**config.mk**
```make
export PLATFORM = sky130hd
export DESIGN_NAME = rx_ring_writeback
export DESIGN_NICKNAME = d
export VERILOG_FILES = /design/src/core/rx_ring_pkg.sv /design/src/core/sticky_flags.sv /design/src/core/rx_ring_writeback.sv
export SDC_FILE = /design/constraint.sdc
export NUM_CORES = 1
export LEC_CHECK = 0
export BUFFER_PORTS_ARGS = -buffer_cell sky130_fd_sc_hd__buf_4
export CORE_ASPECT_RATIO = 1.25
export CORE_MARGIN = 2
export CORE_UTILIZATION = 40
export DETAILED_ROUTE_END_ITERATION = 12
export SKIP_LAST_GASP = 1
export SYNTH_ARGS = -nofsm -noshare
export SYNTH_HDL_FRONTEND = slang
export SYNTH_HIERARCHICAL = 1
export SYNTH_SLANG_ARGS = --single-unit
```
**constraint.sdc**
```tcl
create_clock -name clock_i -period 15.3 [get_ports clock_i]
set_input_delay 1.53 -clock clock_i [delete_from_list [all_inputs] [get_ports clock_i]]
set_output_delay 1.53 -clock clock_i [all_outputs]
set_load 0.01 [all_outputs]
```
**src/core/rx_ring_pkg.sv**
```systemverilog
// constants, field layouts and carrier types for the receive ring write-back engine
package rx_ring_pkg;

	// register bus geometry
	localparam int AXI_ADDR_W = 8;
	localparam int AXI_DATA_W = 32;

	// register byte offsets
	localparam logic [7:0] REG_CTRL_OFF   = 8'h00;
	localparam logic [7:0] REG_BASE_OFF   = 8'h04;
	localparam logic [7:0] REG_LEN_OFF    = 8'h08;
	localparam logic [7:0] REG_STATUS_OFF = 8'h0c;

	// control register fields and reset values
	localparam int          CTRL_ENABLE_BIT    = 0;
	localparam int          CTRL_CHAIN_DIS_BIT = 1;
	localparam logic [1:0]  CTRL_RESET         = 2'h0;
	localparam logic [17:0] BASE_RESET         = 18'h00000;
	localparam logic [7:0]  LEN_RESET          = 8'h01;

	// status register fields
	localparam int STAT_IN_FRAME_BIT = 8;
	localparam int STAT_ENABLED_BIT  = 9;
	localparam int STAT_FRAMES_LSB   = 16;

	// bus responses
	localparam logic [1:0] RESP_OKAY   = 2'h0;
	localparam logic [1:0] RESP_DECERR = 2'h3;

	// memory side geometry
	localparam int MEM_ADDR_W = 18;
	localparam int MEM_DATA_W = 16;
	localparam int IDX_W      = 8;
	localparam int MESSAGE_LENGTH_W     = 12;

	// descriptor entry layout: four 16-bit words, eight bytes apart
	localparam logic [17:0] DESC_LEN_OFF    = 18'h00000;
	localparam logic [17:0] DESC_ADDR_OFF   = 18'h00002;
	localparam logic [17:0] DESC_STATUS_OFF = 18'h00004;
	localparam logic [17:0] DESC_MESSAGE_LENGTH_OFF   = 18'h00006;
	localparam int          DESC_SHIFT      = 3;

	// third word fields
	localparam int OWN_BIT       = 15;
	localparam int ERRSUM_BIT    = 14;
	localparam int FRAMING_ERROR_BIT      = 13;
	localparam int FRAME_OVERFLOW_BIT      = 12;
	localparam int CRC_BIT       = 11;
	localparam int START_BIT     = 9;
	localparam int END_BIT       = 8;
	localparam int ADDR_HI_LSB   = 0;

	// fourth word fields
	localparam int BUFFER_LENGTH_ERROR_BIT = 15;
	localparam int BUS_TIMEOUT_ERROR_BIT = 14;
	localparam int NO_CHAINING_FLAG_BIT = 13;
	localparam int OVERRUN_ERROR_BIT = 12;

	// frame size limits
	localparam logic [11:0] MAX_DATA_BYTES   = 12'd1500;
	localparam logic [11:0] HEADER_BYTES     = 12'd14;
	localparam logic [11:0] MAX_FRAME_BYTES  = MAX_DATA_BYTES + HEADER_BYTES;
	localparam logic [11:0] MESSAGE_LENGTH_SATURATE    = 12'hfff;

	// sticky per-entry flag positions
	localparam int FLAG_N    = 7;
	localparam int FLG_FRAMING_ERROR  = 0;
	localparam int FLG_FRAME_OVERFLOW  = 1;
	localparam int FLG_CRC   = 2;
	localparam int FLG_BUFFER_LENGTH_ERROR  = 3;
	localparam int FLG_BUS_TIMEOUT_ERROR  = 4;
	localparam int FLG_NO_CHAINING_FLAG  = 5;
	localparam int FLG_OVERRUN_ERROR  = 6;

	// one memory request
	typedef struct packed {
		logic        we;
		logic [17:0] addr;
		logic [15:0] wdata;
	} mem_cmd_s;

endpackage

```
**src/core/sticky_flags.sv**
```systemverilog
// bank of sticky flags where a set in the clearing cycle wins
`timescale 1ns/1ns
module sticky_flags #(
	parameter int N = 1
) (
	input  wire logic         clock_i,
	input  wire logic         nrst_i,
	input  wire logic [N-1:0] set_i,
	input  wire logic         clear_i,
	output logic      [N-1:0] flags_o
);

	genvar g;
	generate
		for (g = 0; g < N; g++)
		begin : gen_flag
			// set is checked before clear so a coincident event survives
			always_ff @(posedge clock_i)
			begin
				if (!nrst_i)
					flags_o[g] <= 1'b0;
				else if (set_i[g])
					flags_o[g] <= 1'b1;
				else if (clear_i)
					flags_o[g] <= 1'b0;
			end
		end
	endgenerate

endmodule

```
**src/core/rx_ring_writeback.sv**
```systemverilog
// receive ring engine: fills host buffers and writes back entry status
`timescale 1ns/1ns
module rx_ring_writeback (
	input  wire logic                   clock_i,
	input  wire logic                   nrst_i,
	input  wire logic [7:0]             s_axi_awaddr_i,
	input  wire logic                   s_axi_awvalid_i,
	output logic                        s_axi_awready_o,
	input  wire logic [31:0]            s_axi_wdata_i,
	input  wire logic [3:0]             s_axi_wstrb_i,
	input  wire logic                   s_axi_wvalid_i,
	output logic                        s_axi_wready_o,
	output logic [1:0]                  s_axi_bresp_o,
	output logic                        s_axi_bvalid_o,
	input  wire logic                   s_axi_bready_i,
	input  wire logic [7:0]             s_axi_araddr_i,
	input  wire logic                   s_axi_arvalid_i,
	output logic                        s_axi_arready_o,
	output logic [31:0]                 s_axi_rdata_o,
	output logic [1:0]                  s_axi_rresp_o,
	output logic                        s_axi_rvalid_o,
	input  wire logic                   s_axi_rready_i,
	input  wire logic                   rx_valid_i,
	input  wire logic [7:0]             rx_byte_i,
	input  wire logic                   rx_last_i,
	input  wire logic                   rx_crc_bad_i,
	input  wire logic                   rx_bits_odd_i,
	input  wire logic                   tx_fetch_i,
	input  wire logic [17:0]            tx_addr_i,
	output logic [7:0]                  tx_byte_o,
	output logic                        tx_byte_valid_o,
	output logic                        mem_req_o,
	output rx_ring_pkg::mem_cmd_s       mem_cmd_o,
	input  wire logic [15:0]            mem_rdata_i,
	input  wire logic                   mem_ack_i,
	input  wire logic                   mem_err_i
);

	typedef enum logic [3:0] {
		ST_IDLE, ST_POLL, ST_W0, ST_W1, ST_RECV, ST_WRITE,
		ST_DRAIN, ST_NEXT, ST_WB3, ST_WB2, ST_TX
	} state_e;

	state_e                state;
	logic [1:0]            ctrl;
	logic [17:0]           rx_ring_base;
	logic [7:0]            ring_len;
	logic [7:0]            idx;
	logic [15:0]           frames;
	logic [17:0]           buffer_address;
	logic [15:0]           buffer_length;
	logic [15:0]           off;
	logic [7:0]            lo_byte;
	logic [7:0]            held_byte;
	logic                  half;
	logic                  chain;
	logic [1:0]            next_hi;
	logic                  start_marker;
	logic                  end_marker;
	logic                  tx_pend;
	logic [17:0]           tx_addr;
	logic                  in_frame;
	logic                  skip;
	logic                  last_seen;
	logic [11:0]           message_length;
	logic                  aw_have;
	logic                  w_have;
	logic [7:0]            aw_addr;
	logic [31:0]           w_data;
	logic [3:0]            w_strb;
	logic [31:0]           rd_mux;
	logic                  rd_hit;
	logic [rx_ring_pkg::FLAG_N-1:0] flags;
	logic [rx_ring_pkg::FLAG_N-1:0] flag_set;
	logic [rx_ring_pkg::FLAG_N-1:0] cur;
	logic                  accept;
	logic                  over_len;
	logic                  stop_chain;
	logic                  entry_done;
	logic                  frame_close;
	logic                  lost_byte;
	logic [17:0]           entry_addr;
	logic [7:0]            next_idx;
	logic [17:0]           data_addr;
	logic                  enable;
	logic                  rx_chain_disable;

	// control decode and ring addressing
	assign enable           = ctrl[rx_ring_pkg::CTRL_ENABLE_BIT];
	assign rx_chain_disable = ctrl[rx_ring_pkg::CTRL_CHAIN_DIS_BIT];
	assign entry_addr       = rx_ring_base + {7'h00, idx, 3'h0};
	assign next_idx = (idx + 8'h01 >= ring_len) ? 8'h00 : idx + 8'h01;
	assign data_addr = buffer_address + {2'h0, off[15:1], 1'b0};

	// frame-level conditions
	assign accept     = rx_valid_i && (state == ST_RECV) && !last_seen && !skip;
	assign over_len   = message_length > rx_ring_pkg::MAX_FRAME_BYTES;
	assign stop_chain = rx_chain_disable || over_len;
	assign entry_done = (state == ST_WB2) && mem_ack_i;
	assign frame_close = entry_done && end_marker;
	// bytes of an open frame that arrive while the engine is busy are dropped
	assign lost_byte = rx_valid_i && in_frame && !last_seen && (state != ST_RECV)
		&& (state != ST_DRAIN);

	// flag events of the current entry
	always_comb
	begin
		flag_set = '0;
		flag_set[rx_ring_pkg::FLG_FRAMING_ERROR] = rx_valid_i && rx_last_i && rx_bits_odd_i
			&& (in_frame || accept);
		flag_set[rx_ring_pkg::FLG_FRAME_OVERFLOW] = in_frame && over_len;
		flag_set[rx_ring_pkg::FLG_CRC]  = rx_valid_i && rx_last_i && rx_crc_bad_i
			&& (in_frame || accept);
		flag_set[rx_ring_pkg::FLG_BUFFER_LENGTH_ERROR] = (state == ST_NEXT) && mem_ack_i
			&& !mem_rdata_i[rx_ring_pkg::OWN_BIT];
		flag_set[rx_ring_pkg::FLG_BUS_TIMEOUT_ERROR] = (state == ST_WRITE) && mem_ack_i
			&& mem_err_i;
		flag_set[rx_ring_pkg::FLG_NO_CHAINING_FLAG] = (in_frame || accept) && rx_chain_disable;
		flag_set[rx_ring_pkg::FLG_OVERRUN_ERROR] = lost_byte;
	end

	// include this cycle's events so a write-back never misses them
	assign cur = flags | flag_set;

	sticky_flags #(
		.N (rx_ring_pkg::FLAG_N)
	) u_flags (
		.clock_i (clock_i),
		.nrst_i  (nrst_i),
		.set_i   (flag_set),
		.clear_i (entry_done),
		.flags_o (flags)
	);

	// frame tracking: length count, end capture, missed frame skipping
	always_ff @(posedge clock_i)
	begin
		if (!nrst_i)
		begin
			in_frame       <= 1'b0;
			skip           <= 1'b0;
			last_seen      <= 1'b0;
			message_length <= '0;
		end
		else if (frame_close)
		begin
			in_frame       <= 1'b0;
			last_seen      <= 1'b0;
			message_length <= '0;
			if (rx_valid_i)
				skip <= !rx_last_i;
		end
		else if (rx_valid_i)
		begin
			if ((in_frame && !last_seen) || accept)
			begin
				in_frame <= 1'b1;
				if (message_length != rx_ring_pkg::MESSAGE_LENGTH_SATURATE)
					message_length <= message_length + 12'h001;
				if (rx_last_i)
					last_seen <= 1'b1;
			end
			else if (!in_frame)
				skip <= !rx_last_i;
		end
	end

	// build one memory command
	function automatic rx_ring_pkg::mem_cmd_s cmd(input logic we, input logic [17:0] a,
		input logic [15:0] d);
		rx_ring_pkg::mem_cmd_s c;
		c.we    = we;
		c.addr  = a;
		c.wdata = d;
		return c;
	endfunction

	// entry walk, data moves and write-back; one memory request at a time
	always_ff @(posedge clock_i)
	begin
		if (!nrst_i)
		begin
			state           <= ST_IDLE;
			mem_req_o       <= 1'b0;
			mem_cmd_o       <= '0;
			idx             <= '0;
			frames          <= '0;
			buffer_address  <= '0;
			buffer_length   <= '0;
			off             <= '0;
			lo_byte         <= '0;
			held_byte       <= '0;
			half            <= 1'b0;
			chain           <= 1'b0;
			next_hi         <= '0;
			start_marker    <= 1'b0;
			end_marker      <= 1'b0;
			tx_pend         <= 1'b0;
			tx_addr         <= '0;
			tx_byte_o       <= '0;
			tx_byte_valid_o <= 1'b0;
		end
		else
		begin
			tx_byte_valid_o <= 1'b0;
			if (mem_ack_i)
				mem_req_o <= 1'b0;
			case (state)
				ST_IDLE:
				begin
					if (tx_pend)
					begin
						mem_req_o <= 1'b1;
						mem_cmd_o <= cmd(1'b0, {tx_addr[17:1], 1'b0}, 16'h0000);
						state     <= ST_TX;
					end
					else if (enable)
					begin
						mem_req_o <= 1'b1;
						mem_cmd_o <= cmd(1'b0, entry_addr + rx_ring_pkg::DESC_STATUS_OFF,
							16'h0000);
						state     <= ST_POLL;
					end
				end
				ST_POLL:
					if (mem_ack_i)
					begin
						if (mem_rdata_i[rx_ring_pkg::OWN_BIT])
						begin
							buffer_address[17:16] <= mem_rdata_i[1:0];
							mem_req_o <= 1'b1;
							mem_cmd_o <= cmd(1'b0, entry_addr + rx_ring_pkg::DESC_LEN_OFF,
								16'h0000);
							state     <= ST_W0;
						end
						else
							state <= ST_IDLE;
					end
				ST_TX:
					if (mem_ack_i)
					begin
						// odd address takes the upper lane of the aligned word
						tx_byte_o       <= tx_addr[0] ? mem_rdata_i[15:8] : mem_rdata_i[7:0];
						tx_byte_valid_o <= 1'b1;
						state           <= ST_IDLE;
					end
				ST_W0:
					if (mem_ack_i)
					begin
						buffer_length <= {mem_rdata_i[15:1], 1'b0};
						mem_req_o     <= 1'b1;
						mem_cmd_o     <= cmd(1'b0, entry_addr + rx_ring_pkg::DESC_ADDR_OFF,
							16'h0000);
						state         <= ST_W1;
					end
				ST_W1:
					if (mem_ack_i)
					begin
						buffer_address[15:0] <= {mem_rdata_i[15:1], 1'b0};
						if (chain)
						begin
							// the byte that overflowed the last buffer opens this one
							lo_byte <= held_byte;
							half    <= 1'b1;
							off     <= 16'h0001;
							chain   <= 1'b0;
						end
						else
						begin
							half <= 1'b0;
							off  <= 16'h0000;
						end
						state <= ST_RECV;
					end
				ST_RECV:
				begin
					if (last_seen && half)
					begin
						mem_req_o <= 1'b1;
						mem_cmd_o <= cmd(1'b1, data_addr, {8'h00, lo_byte});
						half      <= 1'b0;
						state     <= ST_WRITE;
					end
					else if (last_seen)
					begin
						end_marker <= 1'b1;
						mem_req_o  <= 1'b1;
						mem_cmd_o  <= cmd(1'b1, entry_addr + rx_ring_pkg::DESC_MESSAGE_LENGTH_OFF,
							{cur[rx_ring_pkg::FLG_BUFFER_LENGTH_ERROR], cur[rx_ring_pkg::FLG_BUS_TIMEOUT_ERROR],
							cur[rx_ring_pkg::FLG_NO_CHAINING_FLAG], cur[rx_ring_pkg::FLG_OVERRUN_ERROR],
							message_length});
						state      <= ST_WB3;
					end
					else if (accept)
					begin
						if (!in_frame)
							start_marker <= 1'b1;
						if (off == buffer_length)
						begin
							if (stop_chain)
								state <= ST_DRAIN;
							else
							begin
								held_byte <= rx_byte_i;
								mem_req_o <= 1'b1;
								mem_cmd_o <= cmd(1'b0, rx_ring_base + {7'h00, next_idx, 3'h0}
									+ rx_ring_pkg::DESC_STATUS_OFF, 16'h0000);
								state     <= ST_NEXT;
							end
						end
						else if (half)
						begin
							mem_req_o <= 1'b1;
							mem_cmd_o <= cmd(1'b1, data_addr, {rx_byte_i, lo_byte});
							half      <= 1'b0;
							off       <= off + 16'h0001;
							state     <= ST_WRITE;
						end
						else
						begin
							lo_byte <= rx_byte_i;
							half    <= 1'b1;
							off     <= off + 16'h0001;
						end
					end
				end
				ST_WRITE:
					if (mem_ack_i)
						state <= ST_RECV;
				ST_DRAIN:
					if (last_seen)
					begin
						end_marker <= 1'b1;
						mem_req_o  <= 1'b1;
						mem_cmd_o  <= cmd(1'b1, entry_addr + rx_ring_pkg::DESC_MESSAGE_LENGTH_OFF,
							{cur[rx_ring_pkg::FLG_BUFFER_LENGTH_ERROR], cur[rx_ring_pkg::FLG_BUS_TIMEOUT_ERROR],
							cur[rx_ring_pkg::FLG_NO_CHAINING_FLAG], cur[rx_ring_pkg::FLG_OVERRUN_ERROR],
							message_length});
						state      <= ST_WB3;
					end
				ST_NEXT:
					if (mem_ack_i)
					begin
						if (mem_rdata_i[rx_ring_pkg::OWN_BIT])
						begin
							chain     <= 1'b1;
							next_hi   <= mem_rdata_i[1:0];
							mem_req_o <= 1'b1;
							mem_cmd_o <= cmd(1'b1, entry_addr + rx_ring_pkg::DESC_MESSAGE_LENGTH_OFF,
								{cur[rx_ring_pkg::FLG_BUFFER_LENGTH_ERROR], cur[rx_ring_pkg::FLG_BUS_TIMEOUT_ERROR],
								cur[rx_ring_pkg::FLG_NO_CHAINING_FLAG], cur[rx_ring_pkg::FLG_OVERRUN_ERROR],
								message_length});
							state     <= ST_WB3;
						end
						else
							state <= ST_DRAIN;
					end
				ST_WB3:
					if (mem_ack_i)
					begin
						// ownership goes back only in this last write
						mem_req_o <= 1'b1;
						mem_cmd_o <= cmd(1'b1, entry_addr + rx_ring_pkg::DESC_STATUS_OFF,
							{1'b0, cur[rx_ring_pkg::FLG_FRAMING_ERROR] | cur[rx_ring_pkg::FLG_CRC]
							| cur[rx_ring_pkg::FLG_BUFFER_LENGTH_ERROR] | cur[rx_ring_pkg::FLG_BUS_TIMEOUT_ERROR]
							| cur[rx_ring_pkg::FLG_OVERRUN_ERROR], cur[rx_ring_pkg::FLG_FRAMING_ERROR],
							cur[rx_ring_pkg::FLG_FRAME_OVERFLOW], cur[rx_ring_pkg::FLG_CRC], 1'b0,
							start_marker, end_marker, 6'h00,
							buffer_address[17:16]});
						state     <= ST_WB2;
					end
				ST_WB2:
					if (mem_ack_i)
					begin
						idx          <= next_idx;
						start_marker <= 1'b0;
						end_marker   <= 1'b0;
						if (end_marker)
						begin
							frames <= frames + 16'h0001;
							state  <= ST_IDLE;
						end
						else
						begin
							buffer_address[17:16] <= next_hi;
							mem_req_o <= 1'b1;
							mem_cmd_o <= cmd(1'b0, rx_ring_base + {7'h00, next_idx, 3'h0}
								+ rx_ring_pkg::DESC_LEN_OFF, 16'h0000);
							state     <= ST_W0;
						end
					end
				default:
					state <= ST_IDLE;
			endcase
			// a new fetch request wins over completion of the old one
			if (state == ST_TX && mem_ack_i)
				tx_pend <= 1'b0;
			if (tx_fetch_i)
			begin
				tx_pend <= 1'b1;
				tx_addr <= tx_addr_i;
			end
		end
	end

	// register read decode
	always_comb
	begin
		rd_mux = 32'h00000000;
		rd_hit = 1'b1;
		case (s_axi_araddr_i)
			rx_ring_pkg::REG_CTRL_OFF:   rd_mux = {30'h0, ctrl};
			rx_ring_pkg::REG_BASE_OFF:   rd_mux = {14'h0, rx_ring_base};
			rx_ring_pkg::REG_LEN_OFF:    rd_mux = {24'h0, ring_len};
			rx_ring_pkg::REG_STATUS_OFF: rd_mux = {frames, 6'h0, enable, in_frame, idx};
			default:                     rd_hit = 1'b0;
		endcase
	end

	// merge written bytes into a 32-bit register image
	function automatic logic [31:0] merge(input logic [31:0] old, input logic [31:0] d,
		input logic [3:0] s);
		logic [31:0] r;
		r = old;
		for (int b = 0; b < 4; b++)
			if (s[b])
				r[8*b +: 8] = d[8*b +: 8];
		return r;
	endfunction

	// write channels: address and data taken in either order, answer after both
	always_ff @(posedge clock_i)
	begin
		if (!nrst_i)
		begin
			s_axi_awready_o <= 1'b0;
			s_axi_wready_o  <= 1'b0;
			s_axi_bvalid_o  <= 1'b0;
			s_axi_bresp_o   <= rx_ring_pkg::RESP_OKAY;
			aw_have         <= 1'b0;
			w_have          <= 1'b0;
			aw_addr         <= '0;
			w_data          <= '0;
			w_strb          <= '0;
			ctrl            <= rx_ring_pkg::CTRL_RESET;
			rx_ring_base    <= rx_ring_pkg::BASE_RESET;
			ring_len        <= rx_ring_pkg::LEN_RESET;
		end
		else
		begin
			s_axi_awready_o <= !aw_have && !s_axi_bvalid_o && !(s_axi_awvalid_i && s_axi_awready_o);
			s_axi_wready_o  <= !w_have && !s_axi_bvalid_o && !(s_axi_wvalid_i && s_axi_wready_o);
			if (s_axi_awvalid_i && s_axi_awready_o)
			begin
				aw_have <= 1'b1;
				aw_addr <= s_axi_awaddr_i;
			end
			if (s_axi_wvalid_i && s_axi_wready_o)
			begin
				w_have <= 1'b1;
				w_data <= s_axi_wdata_i;
				w_strb <= s_axi_wstrb_i;
			end
			if (s_axi_bvalid_o && s_axi_bready_i)
				s_axi_bvalid_o <= 1'b0;
			if (aw_have && w_have && !s_axi_bvalid_o)
			begin
				aw_have        <= 1'b0;
				w_have         <= 1'b0;
				s_axi_bvalid_o <= 1'b1;
				s_axi_bresp_o  <= rx_ring_pkg::RESP_OKAY;
				case (aw_addr)
					rx_ring_pkg::REG_CTRL_OFF:
						ctrl <= 2'(merge({30'h0, ctrl}, w_data, w_strb));
					rx_ring_pkg::REG_BASE_OFF:
						rx_ring_base <= 18'(merge({14'h0, rx_ring_base}, w_data, w_strb));
					rx_ring_pkg::REG_LEN_OFF:
						ring_len <= 8'(merge({24'h0, ring_len}, w_data, w_strb));
					rx_ring_pkg::REG_STATUS_OFF:
						s_axi_bresp_o <= rx_ring_pkg::RESP_OKAY;
					default:
						s_axi_bresp_o <= rx_ring_pkg::RESP_DECERR;
				endcase
			end
		end
	end

	// read channel: one read at a time, data registered with the answer
	always_ff @(posedge clock_i)
	begin
		if (!nrst_i)
		begin
			s_axi_arready_o <= 1'b0;
			s_axi_rvalid_o  <= 1'b0;
			s_axi_rdata_o   <= '0;
			s_axi_rresp_o   <= rx_ring_pkg::RESP_OKAY;
		end
		else
		begin
			s_axi_arready_o <= !s_axi_rvalid_o && !(s_axi_arvalid_i && s_axi_arready_o);
			if (s_axi_arvalid_i && s_axi_arready_o)
			begin
				s_axi_rvalid_o <= 1'b1;
				s_axi_rdata_o  <= rd_mux;
				s_axi_rresp_o  <= rd_hit ? rx_ring_pkg::RESP_OKAY : rx_ring_pkg::RESP_DECERR;
			end
			else if (s_axi_rvalid_o && s_axi_rready_i)
				s_axi_rvalid_o <= 1'b0;
		end
	end

endmodule

```
[Word level (Yosys, flattened, before mapping)]
Index checks and enable logic that the tools add are counted.
Operators by class
  multiplexer cells: 120
  reductions and logical operators: 101
  add/sub/neg operators: 11
  magnitude comparators: 2
  bitwise gates (word level): 9
  equality and inequality tests: 48
Operators with widths (number)
  two-way mux 35 bit: 17
  case mux 35 bit (8 select lines): 1
  case mux 32 bit (4 select lines): 1
  two-way mux 16 bit: 5
  two-way mux 8 bit: 9
  two-way mux 4 bit: 16
  adder 18 x 3 -> 18 bit (second input constant): 3
  two-way mux 1 bit: 54
  case mux 4 bit (10 select lines): 1
  inequality test 2 bit (second input constant): 19
  adder 18 x 11 -> 18 bit: 2
  logical AND 1 bit: 35
  AND reduction 3 bit: 11
  adder 16 x 1 -> 16 bit (second input constant): 2
  equality test 8 x 4 -> 1 bit (second input constant): 4
  case mux 16 bit (2 select lines): 1
  nonzero test 2 bit: 14
  adder 18 x 16 -> 18 bit: 1
  adder 18 x 2 -> 18 bit (second input constant): 1
  AND reduction 6 bit: 3
  equality test 16 bit: 1
  equality test 4 x 3 -> 1 bit (second input constant): 4
  equality test 8 x 3 -> 1 bit (second input constant): 2
  zero test 8 bit: 2
  36 further kinds: 82
Word-level totals
  input bits: 108
  logic and storage cells: 342
  output and inout bits: 86
  register bits after elaboration: 284

[Logic depth before layout (Yosys ltp)]
Gate-level depths: netlist of the first run.
  depth in word-level cells: 13
  depth in mapped cells: 23
  mapped depth without buffers: 22

[Modules after synthesis]
Netlist of the first run, hierarchy kept.
Modules (own cells, without submodules)
  rx_ring_writeback: sequential area each 5505.3 sq um, cells an instance 1940, area each 15572.4 sq um, instances 1
  sticky_flags: sequential area each 140.1 sq um, cells an instance 21, area each 236.5 sq um, instances 1

[Worst setup path after synthesis of the first run]
OpenSTA, ideal clock, no wires.
  path type: register to register
  from: register idx[0]
  to: register mem_cmd_o[29] (netlist name)
  setup time: 0.119 ns
  path buffers: 1
  stages on the path, launching flop included: 23
  period minus slack after synthesis: 5.050 ns
  path slack: 10.250 ns
  arrival time: 4.931 ns
  data required time: 15.181 ns
  cell sequence: dfxtp_1 -> ha_1 -> ha_1 -> a21o_1 -> a21o_1 -> a21o_1 -> a21o_1 -> a21o_1 -> a21o_1 -> a21o_1 -> clkbuf_1 -> nor2_1 -> ha_1 -> a211o_1 -> a2111o_1 -> o311ai_2 -> nand2_1 -> or3_1 -> maj3_1 -> nor2b_1 -> xnor2_1 -> a21oi_1 -> o221a_2
Between the ends
  cells in the longest elaborated chain, start to end: 11
  elaborated cells on any way between the ends: 26
  classes of those cells: add/sub (7); order compare (1); mux (18)
RTL lines
  start: declaration: line rx_ring_writeback.sv:48  | logic [7:0] idx;
  start signal: assignment: line rx_ring_writeback.sv:375  | idx <= next_idx;
  adder 8 x 1 -> 8 bit (*): line rx_ring_writeback.sv:92  | assign next_idx = (idx + 8'h01 >= ring_len) ? 8'h00 : idx + 8'h01;
  greater-or-equal comparator 8 bit: line rx_ring_writeback.sv:92
  two-way mux 8 bit (*): line rx_ring_writeback.sv:92
  via next_idx[1]: line rx_ring_writeback.sv:83  | logic [7:0] next_idx;
  adder 18 x 11 -> 18 bit (*): line rx_ring_writeback.sv:306, rx_ring_writeback.sv:387
  adder 18 x 3 -> 18 bit: line rx_ring_writeback.sv:307  | + rx_ring_pkg::DESC_STATUS_OFF, 16'h0000);
  two-way mux 35 bit: line rx_ring_writeback.sv:300  | if (stop_chain)
  two-way mux 35 bit: line rx_ring_writeback.sv:298  | if (off == buffer_length)
  two-way mux 35 bit: line rx_ring_writeback.sv:294  | else if (accept)
  two-way mux 35 bit: line rx_ring_writeback.sv:284  | else if (last_seen)
  two-way mux 35 bit: line rx_ring_writeback.sv:277  | if (last_seen && half)
  case mux 35 bit (8 select lines) (*): line rx_ring_writeback.sv:208  | case (state)
  end signal: assignment: line rx_ring_writeback.sv:214  | mem_cmd_o <= cmd(1'b0, {tx_addr[17:1], 1'b0}, 16'h0000);
  end signal: assignment: line rx_ring_writeback.sv:280  | mem_cmd_o <= cmd(1'b1, data_addr, {8'h00, lo_byte});
  end signal: assignment: line rx_ring_writeback.sv:288  | mem_cmd_o <= cmd(1'b1, entry_addr + rx_ring_pkg::DESC_MESSAGE_LENGTH_OFF,
  end: declaration: line rx_ring_writeback.sv:33  | output rx_ring_pkg::mem_cmd_s mem_cmd_o,
The timed path passes the listed nets; every way through them passes the cells marked *. The select of a mux whose other input is x is not followed.
A chain may end at the register's enable or synchronous reset.

[Worst setup path after layout of the first run]
  from: register idx[0]
  to: register mem_cmd_o[27] (netlist name)
The elaborated chain is that of the path after synthesis.

==> out/results.tsv, run 1 <==
stage	metric	value	unit
status	status	completed	
global_routing	use_met2	45.7	%
floorplan	rows	81	
cts	ctsResizeCount	0	
cts	cts_root_buffer	clkbuf_16	
critical_path	worst_setup_path_end_kind	flip-flop	
sta	hold_violations	0	
critical_path	slowest_stage	a221oi_1	
critical_path	cp_common_cell	a21o_1	
route	wl_per_cell	20.7	um
route	wl	53700	um
cts	post_cts_buffers	0	
final_layout	diodes	0	
cts	clockBufferDepth	3	
critical_path	path_cells	ha_1 > xor2_1 > ha_1 > a21o_1 > a21o_1 > a21o_1 > a21o_1 > a21o_1 > a21o_1 > nor2_1 > ha_1 > fa_1 > a21oi_1 > o2111ai_1 > xor2_1 > nand2_1 > or3_1 > xnor2_1 > a221oi_1 > o21ai_0 > a32o_1 > o22ai_1	
yosys	synthArstFlopShare	0	%
route	drc	0	
cts	ctsHtreeMaxLevel	1	
sta	min_period	6.32	ns
route	vias	14900	
global_routing	grt_pass1_wl	82000	um
critical_path	startpoint_type	flip-flop	
yosys	ys_top_cells_by_count	dfxtp_1 (282), nor2_1 (257), nand2_1 (252), a21oi_1 (156), clkbuf_1 (98)	
critical_path	rrSetupSlack	8.98	ns
route	ant_nets	0	
yosys	synth_area	15800	um2
final_layout	finalNetCount	2231	
floorplan	design.die.area	41100	um2
placed_design	dp_slack	9.17	ns
critical_path	critical-path-max-stage-delay	0.73	ns
sta	slew_violations	0	
sta	tns	0	ns
yosys	yosysSeqAreaShare	35.7	%
min_path	hold_path_class	flip-flop to flip-flop	
power	irDropWorstVdd	0.0000812	V
sta	holdWs	0.442	ns
power	power	2360	uW
yosys	synth_ff_type	dfxtp_1	
yosys	syn_inst	1961	
yosys	yosys-top-cells-area	dfxtp_1 (36%), nor2_1 (6.1%), nand2_1 (6.0%)	
route	drtIter0Drc	1078	
cts	cts_tree	done	
yosys	ys_seq_elements	282	
yosys	yosysMostFrequentCell	dfxtp_1	
yosys	syn_avg_cell_area	8.06	um2
critical_path	cp.arrival	6.83	ns
cts	clkTransAtPathRegs	0.07	ns
sta	rsz0062_at_grt	no	
placed_design	port_buffers	178	
final_layout	final_core_util	47.4	%
placed_design	dp_hpwl	39900	um
floorplan	io_pins	194	
critical_path	crit_path_max_fanout	12	
power	pwr_density_cell	128	nW/um2
sta	fin_ws	8.98	ns
critical_path	crit_type	flip-flop to flip-flop	
floorplan	core_area	39000	um2
floorplan	start_util	40.5	%
yosys	ys_types	94	
cts	clock-sinks	282	
global_routing	grt_pass1_vias	14200	
critical_path	cp.required	15.81	ns
global_routing	use_met1	30.0	%
global_routing	top_usage_layer	met2	
global_routing	grt_max_degree	87	
sta	finalCritPeriodShare	41.3	%
critical_path	cp_top_family	compound AO/OA/AOI/OAI gates	
cts	cts_buffers	30	
route	dr.pass1.iters	6	
sta	finalSetupViolCount	0	
global_routing	track_usage	25.5	%
yosys	synth_edf_count	0	
final_layout	drive_gt1_share	14.0	%
global_routing	grtUsageMet3	2.86	%
global_routing	gr-total-overflow	0	
final_layout	areaGrowthSynthToFinish	16.9	%
floorplan	die_y	226	um
sta	finClkSkew	0.0139	ns
sta	relSlewSlack	16.3	%
sta	worst_pin_slew	1.25	ns
yosys	yosys.area.top_type	dfxtp_1	
global_routing	grt_antenna_before_repair	0	
route	viasPerCell	5.75	
yosys	synth_nets	2121	
sta	fmax	0.158	GHz
cts	postCtsHoldBufs	0	
power	cellLeakagePower	0.00744	uW
cts	clkLatencyLatePin	0.59	ns
run	cap_violations	0	
yosys	ys_warn_count	6	
yosys	synth_top_cell_area_share	35.7	%
placed_design	gp_congestion	0.987	
critical_path	crit_buf_inv	0	
floorplan	die_x	182	um
registers in the layout, indices dropped and copies added (netlist names), 2 cells and up:
signal and count:
aw_addr 8, buffer_address 17, buffer_length 15, ctrl 2
frames 16, held_byte 8, idx 8, lo_byte 8
mem_cmd_o 35, message_length 12, next_hi 2, off 16
ring_len 8, rx_ring_base 18, s_axi_rdata_o 32, state 4
tx_addr 18, tx_byte_o 8, u_flags/flags_o 7, w_data 18
w_strb 3
layer usage:
layer  up-vias  routed length (um)
li1       7183                   -
met4         0                2970
met2       469               26700
met5         -                   0
met3       133                2350
met1      7103               21800
metrics by stage:
| stage | instances | instance area (um2) |
|---|---|---|
| final | 2591 | 18500 |
| after global routing | 2591 | 18500 |
| after CTS | 2591 | 18500 |
| after detailed placement | 2537 | 17400 |
| after global placement | 2537 | 17400 |
| after floorplan | 1961 | 15800 |
path summary, 6_finish.rpt:
path                  startpoint         endpoint  depth (start not counted)
setup reg to reg          idx[0]    mem_cmd_o[27]                         22
setup / recovery          idx[0]    mem_cmd_o[27]                         22
hold reg to reg   s_axi_rvalid_o  s_axi_arready_o                          1
hold / removal    s_axi_rvalid_o  s_axi_arready_o                          1
logic make-up (layout without fill, tap and decap cells):
| group | after synthesis | in the layout | synth area share, % |
|---|---|---|---|
| xor gates and xnor gates | 139 | 139 | 7.75 |
| muxes | 83 | 83 | 5.41 |
| and+or+nand+nor | 761 | 761 | 22.0 |
| AOI/OAI and AO/OA | 488 | 488 | 20.5 |
| buffers and inverters | 155 | 287 | 4.34 |
| DFF | 282 | 282 | 35.7 |
| adders and majority gates | 53 | 53 | 4.32 |
where the power goes:
part           switching [uW]  internal, uW
combinational             485           245
sequential               51.6           789
clock                     321           466
cell usage in the layout (no fill, tap or decap), types with 9 or more instances in the layout:
cell | synthesis | routed
a211oi_1 | 24 | 24
a21o_1 | 15 | 15
a21oi_1 | 156 | 155
a221oi_1 | 20 | 20
a22o_1 | 22 | 22
a22oi_1 | 13 | 13
a311oi_1 | 11 | 11
a31oi_1 | 18 | 18
and2_1 | 12 | 12
and3_1 | 14 | 14
buf_4 | 6 | 201
clkbuf_16 | 0 | 31
dfxtp_1 | 282 | 282
ha_1 | 49 | 49
inv_1 | 32 | 31
mux2i_1 | 81 | 81
nand2_1 | 252 | 252
nand2b_1 | 12 | 12
nand3_1 | 46 | 46
nand4_1 | 25 | 25
nor2_1 | 257 | 257
nor2b_1 | 35 | 35
nor3_1 | 39 | 37
nor4_1 | 16 | 16
o211ai_1 | 13 | 13
o21a_1 | 20 | 20
o21ai_0 | 90 | 90
o221ai_1 | 9 | 9
or3_1 | 12 | 12
xnor2_1 | 61 | 61
xor2_1 | 77 | 77
final cells by class:
type | instances | area (um2)
clock buffers | 39 | 866
clock inverters | 15 | 198
fillers | 3885 | 20500
inverters | 32 | 125
multi-input cells | 1524 | 9510
flip-flops and latches | 282 | 5650
well taps | 498 | 623
repair buffers | 201 | 1510
Note: power is estimated with default switching activity, not from simulation.
==> run 2: changes to the inputs <==
==> constraint.sdc (replaced) <==
create_clock -name clock_i -period 5.8 [get_ports clock_i]
set_input_delay 0.58 -clock clock_i [delete_from_list [all_inputs] [get_ports clock_i]]
set_output_delay 0.58 -clock clock_i [all_outputs]
set_load 0.01 [all_outputs]
==> run 2 against run 1 <==
  * Power increased to 2.7 times the previous value
  * Core utilization increased by 0.38 points
  * Global-route usage increased by 0.20 points
  * Clock skew increased by 0.0061 ns
  * Non-clock buffer count increased by 7
  * Maximum frequency increased by 15%
  * Largest cell class unchanged
==> out/results.tsv, run 2 (synthesis gave the netlist of run 1 again) <==
stage	metric	value	unit
global_routing	grt_pass1_vias	14100	
final_layout	instances_no_fill	2600	
route	ant_nets	0	
min_path	holdPathStages	3	
min_path	holdPathEnd	tx_addr[16]	
floorplan	die_x	182	um
critical_path	r2r_cells	21	
final_layout	areaGrowthSynthToFinish	17.8	%
cts	clock-sinks	282	
sta	tns	0	ns
critical_path	slowest_stage	or4_1	
sta	relSlewSlack	19.8	%
sta	slew_violations	0	
route	vias	15000	
cts	cts_tree	done	
cts	ctsHtreeMaxLevel	1	
sta	finalSetupViolCount	0	
power	cellLeakagePower	0.00753	uW
route	drc	0	
power	irDropWorstVdd	0.000217	V
placed_design	port_buffers	178	
final_layout	finalNetCount	2238	
cts	clkLatencyLatePin	0.58	ns
route	drtIter0Drc	979	
route	wl_per_cell	21.0	um
critical_path	rr_endpoint	mem_cmd_o[31]	
critical_path	critical-path-max-stage-delay	0.60	ns
cts	clkTransAtPathRegs	0.07	ns
sta	rsz0062_at_grt	no	
global_routing	grt_max_degree	118	
route	dr.pass1.iters	5	
final_layout	drive_gt1_share	14.4	%
cts	post_cts_buffers	0	
critical_path	worst_setup_path_end_kind	flip-flop	
sta	finClkSkew	0.0200	ns
critical_path	r2r-start	idx[0]	
sta	fmax	0.181	GHz
floorplan	core_area	39000	um2
final_layout	layout.cells.most_common	dfxtp_1	
min_path	hold_path_class	input pin to flip-flop	
floorplan	design.die.area	41100	um2
cts	cts_buffers	30	
status	status	completed	
run	cap_violations	0	
sta	finalCritPeriodShare	95.1	%
route	viasPerCell	5.76	
critical_path	path_cells	ha_1 > ha_1 > a21o_1 > a21o_1 > a21o_1 > a21o_1 > a21o_1 > a21o_1 > a21o_1 > nor2_1 > ha_1 > a211oi_1 > o21ai_0 > a21oi_1 > xor2_1 > or4_1 > nor2_1 > xor2_1 > a221oi_1 > a2111oi_1 > nor3_1	
placed_design	place_inst	2544	
floorplan	start_util	40.5	%
final_layout	regMostFlops	mem_cmd_o	
critical_path	rrSetupSlack	0.28	ns
sta	worst_pin_slew	1.20	ns
route	wl	54500	um
placed_design	gp_congestion	0.942	
cts	clockBufferDepth	3	
critical_path	crit_path_max_fanout	5	
final_layout	top_regs	mem_cmd_o x35, s_axi_rdata_o x32	
cts	cts_root_buffer	clkbuf_16	
final_layout	most-common-layout-cells	dfxtp_1 (282), nor2_1 (257), nand2_1 (252)	
floorplan	rows	81	
cts	ctsResizeCount	0	
power	pwr_density_cell	344	nW/um2
critical_path	crit_type	flip-flop to flip-flop	
floorplan	die_y	226	um
final_layout	diodes	0	
min_path	min_from	tx_addr_i[16]	
critical_path	cp_common_cell	a21o_1	
sta	hold_violations	0	
critical_path	startpoint_type	flip-flop	
critical_path	cp.arrival	5.95	ns
global_routing	track_usage	25.7	%
global_routing	grt_pass1_wl	82500	um
sta	min_period	5.52	ns
global_routing	gr-total-overflow	0	
global_routing	grt_antenna_before_repair	0	
cts	postCtsHoldBufs	0	
placed_design	dp_hpwl	40400	um
final_layout	largest_register_ffs	35	
floorplan	io_pins	194	
critical_path	cp.required	6.23	ns
## run 2: cell types whose count changed in the layout (fill, tap and decap cells not counted), sizes merged
cell / before / now
buf: 201 / 208
bufinv: 4 / 7
clkbuf: 39 / 40
clkinv: 7 / 6
clkinvlp: 3 / 2
## run 2: layout make-up
| cell class | count | area [um2] |
|---|---|---|
| timing repair buffer | 208 | 1570 |
| inverter | 32 | 125 |
| tap | 498 | 623 |
| clock inverter | 16 | 268 |
| multi-input combinational | 1524 | 9510 |
| sequential | 282 | 5650 |
| clock buffer | 40 | 880 |
| fill | 3839 | 20400 |
## run 2: critical path, delay by kind of cell, from the launching register on
kind,cells,cell delay [ns]
AND/OR/NAND/NOR,4,1.09
adder cells (fa/ha/maj),3,0.86
AO/OA/AOI/OAI,12,2.65
flip-flops,1,0.42
XOR/XNOR,2,0.33
## run 2: per-stage QoR
step           utilization (%)  total power [uW]  area [um2]  hold WS, ns  setup slack, ns
2_1_floorplan                -              3450       15800        0.423            0.750
3_3_place_gp              44.8              4190       17500        0.428            0.405
3_5_place_dp              44.8              4210       17500        0.445            0.325
4_1_cts                   47.7              6440       18600        0.219            0.279
5_1_grt                   47.7              6690       18600        0.234           0.0181
6_report                  47.7              6410       18600        0.235            0.285
## run 2: worst max-delay path by stage
stage / to / cells past startpoint / start
3_5_place_dp: mem_cmd_o[31] / 21 / idx[0]
4_1_cts: mem_cmd_o[31] / 21 / idx[0]
3_3_place_gp: mem_cmd_o[31] / 22 / idx[0]
6_report: mem_cmd_o[31] / 21 / idx[0]
2_1_floorplan: mem_cmd_o[29] / 22 / idx[0]
5_1_grt: mem_cmd_o[31] / 22 / idx[0]
## run 2: power by group
| part | leakage (uW) | switching (uW) | internal, uW |
|---|---|---|---|
| Combinational | 0.00468 | 1290 | 676 |
| Clock | 0.000562 | 841 | 1370 |
| Sequential | 0.00229 | 145 | 2080 |
| Total | 0.00753 | 2280 | 4130 |
## run 2: metal layers
metal	wire, um	vias up	GRT usage [%]
li1	-	7210	-
met1	21500	7140	29.6
met2	27700	496	47.2
met3	2570	132	2.89
met4	2820	0	13.0
met5	0	-	0
